$ cat src/core/tccp_cfg.svh
// Purpose: constants for the timer capture/compare/pwm block
// Assumes: included by its bare name
// Notes:   mode codes live in the package as an enum
`ifndef TCCP_CFG_SVH
`define TCCP_CFG_SVH
`define TCCP_CNT_W_DEF    32
`define TCCP_NCH_DEF      3
`define TCCP_MODE_W       2
`define TCCP_DT_W         8
`define TCCP_SYNC_STAGES  2
`endif

$ cat src/core/tccp_pkg.sv
// Purpose: types for the timer capture/compare/pwm block
// Assumes: nothing
// Notes:   one mode per channel
package tccp_pkg;
   typedef enum logic [1:0]
   {
      TCCP_MODE_CAPTURE = 2'h0,
      TCCP_MODE_COMPARE = 2'h1,
      TCCP_MODE_PWM     = 2'h3
   } tccp_mode_t;
endpackage

$ cat src/core/tccp_timer.sv
// What this block does
// - one counter per instance, width 16 or 32 set by parameter
// - up to three channels, each capture, compare or pwm
// - capture copies counter into channel buffer on a rising edge of the channel's capture input
// - compare drives channel output from counter against threshold
// - pwm output follows successive compare values software writes
// - optional dead time keeps complementary pwm outputs never both active
// - counts time or external events; sends timed triggers to network
//
// Purpose: general timer with capture, compare and pwm channels
// Assumes: control comes on plain ports; event inputs are asynchronous
// Notes:   pwm values load at wrap so waveforms stay glitch-free; compare values load one cycle after the write
`timescale 1ns/1ps
`include "tccp_cfg.svh"

module tccp_timer
#(
   parameter int CNT_W   = `TCCP_CNT_W_DEF,
   parameter int NCH     = `TCCP_NCH_DEF,
   parameter bit DT_EN   = 1'b1
)
(
   // clock and reset
   input  wire logic                      clk,
   input  wire logic                      srst,
   // counter control
   input  wire logic                      cnt_en,
   input  wire logic                      cnt_ext_sel,
   input  wire logic                      ext_event_pin,
   input  wire logic [CNT_W-1:0]          top_val,
   output logic      [CNT_W-1:0]          cnt_val,
   output logic                           ovf_flag,
   input  wire logic                      ovf_clr,
   // per channel configuration, dead time shared by all channels
   input  wire tccp_pkg::tccp_mode_t      ch_mode    [NCH],
   input  wire logic [CNT_W-1:0]          ch_cmp_val [NCH],
   input  wire logic [NCH-1:0]            ch_cmp_wr,
   input  wire logic [`TCCP_DT_W-1:0]     dt_cycles,
   // per channel capture inputs and results
   input  wire logic [NCH-1:0]            ch_cap_pin,
   output logic      [CNT_W-1:0]          ch_cap_buf [NCH],
   output logic      [NCH-1:0]            ch_cap_valid,
   // per channel outputs
   output logic      [NCH-1:0]            ch_out,
   output logic      [NCH-1:0]            ch_out_n,
   // event network producer strobes
   output logic                           ern_ovf_evt,
   output logic      [NCH-1:0]            ern_ch_evt
);
   import tccp_pkg::*;

   logic [1:0]       ext_sync_r;
   logic             ext_prev_r;
   logic             tick;
   logic             wrap;
   logic [CNT_W-1:0] cnt_r;
   logic             ovf_r;
   logic             ovf_evt_r;

   // two-stage synchroniser plus edge detect on the external count source
   always_ff @(posedge clk)
   begin
      if (srst)
      begin
         ext_sync_r <= 2'h0;
         ext_prev_r <= 1'b0;
      end
      else
      begin
         ext_sync_r <= {ext_sync_r[0], ext_event_pin};
         ext_prev_r <= ext_sync_r[1];
      end
   end

   // count clock cycles or external rising edges
   assign tick = cnt_en & (cnt_ext_sel ? (ext_sync_r[1] & ~ext_prev_r)
                                       : 1'b1);
   assign wrap = tick & (cnt_r == top_val);

   // main counter
   always_ff @(posedge clk)
   begin
      if (srst)
         cnt_r <= '0;
      else if (wrap)
         cnt_r <= '0;
      else if (tick)
         cnt_r <= cnt_r + 1'b1;
   end

   // sticky overflow, a new wrap wins over the clear
   always_ff @(posedge clk)
   begin
      if (srst)
         ovf_r <= 1'b0;
      else if (wrap)
         ovf_r <= 1'b1;
      else if (ovf_clr)
         ovf_r <= 1'b0;
   end

   // overflow trigger pulse to the event network
   always_ff @(posedge clk)
   begin
      if (srst)
         ovf_evt_r <= 1'b0;
      else
         ovf_evt_r <= wrap;
   end

   assign cnt_val     = cnt_r;
   assign ovf_flag    = ovf_r;
   assign ern_ovf_evt = ovf_evt_r;

   // per channel logic
   genvar g;
   generate
      for (g = 0; g < NCH; g++)
      begin : g_ch
         logic [1:0]          cap_sync_r;
         logic                cap_prev_r;
         logic                cap_edge;
         logic [CNT_W-1:0]    cap_r;
         logic                cap_v_r;
         logic [CNT_W-1:0]    cmp_buf_r;
         logic                cmp_pend_r;
         logic [CNT_W-1:0]    cmp_act_r;
         logic                raw;
         logic                raw_prev_r;
         logic                is_pwm;
         logic [`TCCP_DT_W-1:0] dt_cnt_r;
         logic                out_r;
         logic                out_n_r;
         logic                evt_r;

         // synchronise capture input, detect rising edge
         always_ff @(posedge clk)
         begin
            if (srst)
            begin
               cap_sync_r <= 2'h0;
               cap_prev_r <= 1'b0;
            end
            else
            begin
               cap_sync_r <= {cap_sync_r[0], ch_cap_pin[g]};
               cap_prev_r <= cap_sync_r[1];
            end
         end
         assign cap_edge = cap_sync_r[1] & ~cap_prev_r;

         // capture buffer
         always_ff @(posedge clk)
         begin
            if (srst)
            begin
               cap_r   <= '0;
               cap_v_r <= 1'b0;
            end
            else if (ch_mode[g] == TCCP_MODE_CAPTURE && cap_edge)
            begin
               cap_r   <= cnt_r;
               cap_v_r <= 1'b1;
            end
         end

         // compare value: buffered, active one cycle after the write in compare mode, held until wrap in pwm mode
         always_ff @(posedge clk)
         begin
            if (srst)
            begin
               cmp_buf_r  <= '0;
               cmp_pend_r <= 1'b0;
               cmp_act_r  <= '0;
            end
            else
            begin
               if (ch_cmp_wr[g])
               begin
                  cmp_buf_r  <= ch_cmp_val[g];
                  cmp_pend_r <= 1'b1;
               end
               else if (wrap || ch_mode[g] != TCCP_MODE_PWM)
                  cmp_pend_r <= 1'b0;
               if (cmp_pend_r && (wrap || ch_mode[g] != TCCP_MODE_PWM))
                  cmp_act_r <= cmp_buf_r;
            end
         end

         // raw channel level from mode
         always_comb
         begin
            unique case (ch_mode[g])
               TCCP_MODE_COMPARE: raw = (cnt_r >= cmp_act_r);
               TCCP_MODE_PWM:     raw = (cnt_r <  cmp_act_r);
               default:           raw = 1'b0;
            endcase
         end

         // dead time belongs to the pwm pair only; compare output stays prompt
         assign is_pwm = (ch_mode[g] == TCCP_MODE_PWM);

         // dead-time insertion on complementary pair
         always_ff @(posedge clk)
         begin
            if (srst)
            begin
               raw_prev_r <= 1'b0;
               dt_cnt_r   <= '0;
               out_r      <= 1'b0;
               out_n_r    <= 1'b0;
            end
            else
            begin
               raw_prev_r <= raw;
               if (DT_EN && is_pwm && raw != raw_prev_r)
               begin
                  out_r    <= 1'b0;
                  out_n_r  <= 1'b0;
                  dt_cnt_r <= dt_cycles;
               end
               else if (DT_EN && is_pwm && dt_cnt_r != '0)
                  dt_cnt_r <= dt_cnt_r - 1'b1;
               else
               begin
                  out_r    <= raw;
                  out_n_r  <= is_pwm & ~raw;
                  dt_cnt_r <= '0; // no stale gap after a mode change
               end
            end
         end

         // trigger strobe on compare match or capture
         always_ff @(posedge clk)
         begin
            if (srst)
               evt_r <= 1'b0;
            else
               evt_r <= (ch_mode[g] == TCCP_MODE_CAPTURE) ? cap_edge
                        : (tick && cnt_r == cmp_act_r);
         end

         assign ch_cap_buf[g]   = cap_r;
         assign ch_cap_valid[g] = cap_v_r;
         assign ch_out[g]       = out_r;
         assign ch_out_n[g]     = out_n_r;
         assign ern_ch_evt[g]   = evt_r;
      end
   endgenerate
endmodule

$ cat config.mk
export PLATFORM = sky130hd
export DESIGN_NAME = tccp_timer
export DESIGN_NICKNAME = d
export VERILOG_FILES = /design/src/core/tccp_pkg.sv /design/src/core/tccp_timer.sv
export VERILOG_INCLUDE_DIRS = /design/src /design/src/core
export SDC_FILE = /design/constraint.sdc
export NUM_CORES = 1
export LEC_CHECK = 0
export ABC_AREA = 1
export BUFFER_PORTS_ARGS = -buffer_cell sky130_fd_sc_hd__clkbuf_2
export CORE_MARGIN = 2
export CORE_UTILIZATION = 60
export DETAILED_ROUTE_END_ITERATION = 16
export GPL_TIMING_DRIVEN = 0
export PLACE_DENSITY_LB_ADDON = 0.15
export SLEW_MARGIN = 5
export SYNTH_ARGS = -nofsm -noshare
export SYNTH_HDL_FRONTEND = slang
export SYNTH_SLANG_ARGS = --single-unit
$ cat constraint.sdc
create_clock -name clk -period 3.9 [get_ports clk]
set_input_delay 0.975 -clock clk [delete_from_list [all_inputs] [get_ports clk]]
set_output_delay 0.975 -clock clk [all_outputs]
set_load 0.005 [all_outputs]
==> results_dict.tcl <==
set metrics [dict create \
    fin_cells 3055 \
    synth_edf_count 0 \
    synth_fp_nets 2571 \
    grt_pass1_wl_um 83000 \
    syn_area_per_cell_um2 7.40 \
    synthMuxAreaShare_pct 0 \
    synth_area_leaders "dfxtp_1 44%, nor2_1 12%, ha_1 7.5%" \
    netlist_instances 2314 \
    outcome "finished, final reports clean" \
    cts_tree "yes" \
    finalMaxSlewViolations 0 \
    io_buffers 295 \
    slew-limit-headroom_pct 37.9 \
    post_cts.repair.setup_buffers 0 \
    cp_max_fo 9 \
    grt_pass1_vias 15982 \
    crit_slowest_cell "dfxtp_1" \
    die-area_um2 29900 \
    p_seq_share_pct 46.3 \
    dp_hpwl_um 39600 \
    cts-resized-gates 0 \
    hold_violations 0 \
    crit_chain "ha_1 -> a21oi_1 -> o21a_1 -> nand2_1 -> a21oi_1 -> nand3_1 -> nand3_2 -> nand2_1 -> nor2_2 -> nor2_1 -> nor2_1" \
    post_dp_cell_area_um2 19100 \
    grt_usage_pct 34.7 \
    syn_area_um2 17100 \
    cts_root_buf "clkbuf_16" \
    clk_latency_ns 0.54 \
    final_nets 2907 \
    numCtsBuffers 39 \
    power_frac_comb_pct 11.0 \
    routedWlPerCell_um 17.3 \
    finalCritPeriodShare_pct 78.0 \
    drtAntennaViolNets 0 \
    clock_sinks 376 \
    hp-class "reg2reg" \
    crit_path_end_kind "flop" \
    finalSetupViolCount 0 \
    die_w_um 173 \
    worst-setup-path-type "reg2reg" \
    dp.cells 2987 \
    swShare_pct 25.4 \
    ys.warnings.count 0 \
    start_util_pct 61.3 \
    fmax_mhz 329 \
    crit_buf_inv 0 \
    core_area_um2 27900 \
    drt-pass1-iter-count 6 \
    drc 0 \
    setup_tns_ns 0 \
    async_flop_share_pct 0 \
    synth_seq_cells 376 \
    yosys.cell_types.count 43 \
    synth_top_family_by_area "simple AND/OR/NAND/NOR gates" \
    vias 16844 \
    required_ns 4.37 \
    clk_pin_slew_ns 0.06 \
    max-vdd-ir-drop_uv 264 \
    diodes 0 \
    synth_ff_type "dfxtp_1" \
    dr.first_iter.drc_count 1461 \
    vias_per_cell 5.51 \
    areaGrowthSynthToFinish_pct 19.1 \
    design_area_um2 20400 \
    cp-start-kind "flop" \
    cts_max_path_buffers 3 \
    cts-hold-fix-buffers 0 \
    power_density_nw_per_um2 439 \
    layout_common_cells "568 x nor2_1, 376 x dfxtp_1, 295 x clkbuf_2" \
    slowest_delay_ns 0.85 \
    synth.largest_area_cell "dfxtp_1" \
    power_mw 8.95 \
    finalClockSkew_ns 0.0165 \
    cp_top_family "simple AND/OR/NAND/NOR gates" \
    min_period_ns 3.04 \
    rows 61 \
    synth-simple-area-share_pct 23.1 \
    cp.arrival_ns 3.51 \
    layout-drive-gt1-share_pct 16.3 \
    synth_top_area_share_pct 43.9 \
    antenna_found_initial 0 \
    worst_slew_pin_slew_ns 0.924 \
    clkPwrFrac_pct 42.8 \
    routabilityCongestion 0.932 \
    ios 296 \
    synth_xor_xnor_area_share_pct 2.39 \
    p_leak_nw 9.64 \
    grt_max_degree 16 \
    cap_violations 0 \
    overflow 0 \
    routed_wl_um 52800 \
    h-tree-depth 2 \
    rsz0062_at_grt "false" \
    yosysSeqAreaShare_pct 43.9 \
    switchingPower_mw 2.28 \
    layout_commonest_cell "nor2_1" \
    p_int_mw 6.68 \
    synth_fa_ha_area_share_pct 7.52 \
    synth_compound_gate_area_share_pct 14.5 \
    fp.dieH_um 173 \
]
[final timing paths]
kind	endpoint	cells after the start	slack, ns	from
hold / removal	g_ch[0].cap_sync_r[1]	2	0.40	g_ch[0].cap_sync_r[0]
hold reg to reg	g_ch[0].cap_sync_r[1]	2	0.40	g_ch[0].cap_sync_r[0]
setup reg to reg	g_ch[0].dt_cnt_r[7]	11	0.86	cnt_val[29]
setup / recovery	g_ch[0].dt_cnt_r[7]	11	0.86	cnt_val[29]
[worst register-to-register path, stage by stage (launching register included)]
cell     delay [ns]
dfxtp_1        0.85
ha_1           0.37
a21oi_1        0.14
o21a_1         0.13
nand2_1        0.06
a21oi_1        0.31
nand3_1        0.25
nand3_2        0.22
nand2_1        0.10
nor2_2         0.33
nor2_1         0.10
nor2_1         0.12
[power groups by stage]
stage               logic (mW)  registers [mW]  clock network [mW]
detailed placement       0.962            4.22                   0
floorplan                0.655            4.19                   0
CTS                      0.973            4.14                3.83
global placement         0.928            4.22                   0
finish                   0.982            4.14                3.83
global route              1.12            4.16                4.01
[cells in the mapped netlist, drive strengths merged (12+ instances only)]
master and count:
xor2 33, nor3 21, o21ai 310, ha 103, nand3 54, inv 231, nor2 572, xnor2 12
nand4 33, dfxtp 376, clkbuf 70, a21oi 163, buf 43, nand2 243
[kinds of logic (layout without fill, tap and decap cells)]
| family | after synthesis | count (layout) |
|---|---|---|
| simple gates | 953 | 953 |
| xor+xnor | 45 | 45 |
| flops | 376 | 376 |
| compound gates | 488 | 488 |
| buf+inv | 349 | 712 |
| fa+ha+maj | 103 | 103 |
[through the flow]
stage	setup WS [ns]	util [%]	hold WS, ns
floorplan	1.58	-	0.388
finish	0.858	73.1	0.398
detailed placement	0.683	68.3	0.395
global route	0.752	73.1	0.414
global placement	0.809	68.3	0.390
CTS	0.991	73.0	0.404
[layout make-up]
class / count / area, µm²
buffer: 113 / 568
clock buffer: 56 / 1160
clock inverter: 12 / 150
fill: 2329 / 7520
inverter: 236 / 890
multi-input combinational: 1589 / 8170
sequential: 376 / 7530
tap: 378 / 473
timing repair buffer: 295 / 1480
[metal layers]
metal / global-route usage, % / part of all wire, % / vias to the layer above / routed length (µm)
met4: 15.5 / 4.7 / 0 / 2460
met3: 6.82 / 9.4 / 167 / 4980
met2: 57.3 / 46 / 792 / 24100
met5: 0 / 0 / - / 0
li1: - / - / 8148 / -
met1: 44.1 / 40 / 7737 / 21300
[sequential cells by signal (all words and copies together), names as in the netlist, 2 cells and up]
name             cells
cnt_val             32
ext_sync_r           2
g_ch.cap_prev_r      3
g_ch.cap_r          96
g_ch.cap_sync_r      6
g_ch.cap_v_r         3
g_ch.cmp_act_r      96
g_ch.cmp_buf_r      96
g_ch.cmp_pend_r      3
g_ch.dt_cnt_r       24
g_ch.evt_r           3
g_ch.out_n_r         3
g_ch.out_r           3
g_ch.raw_prev_r      3
Note: power is estimated with default switching activity, not from simulation.
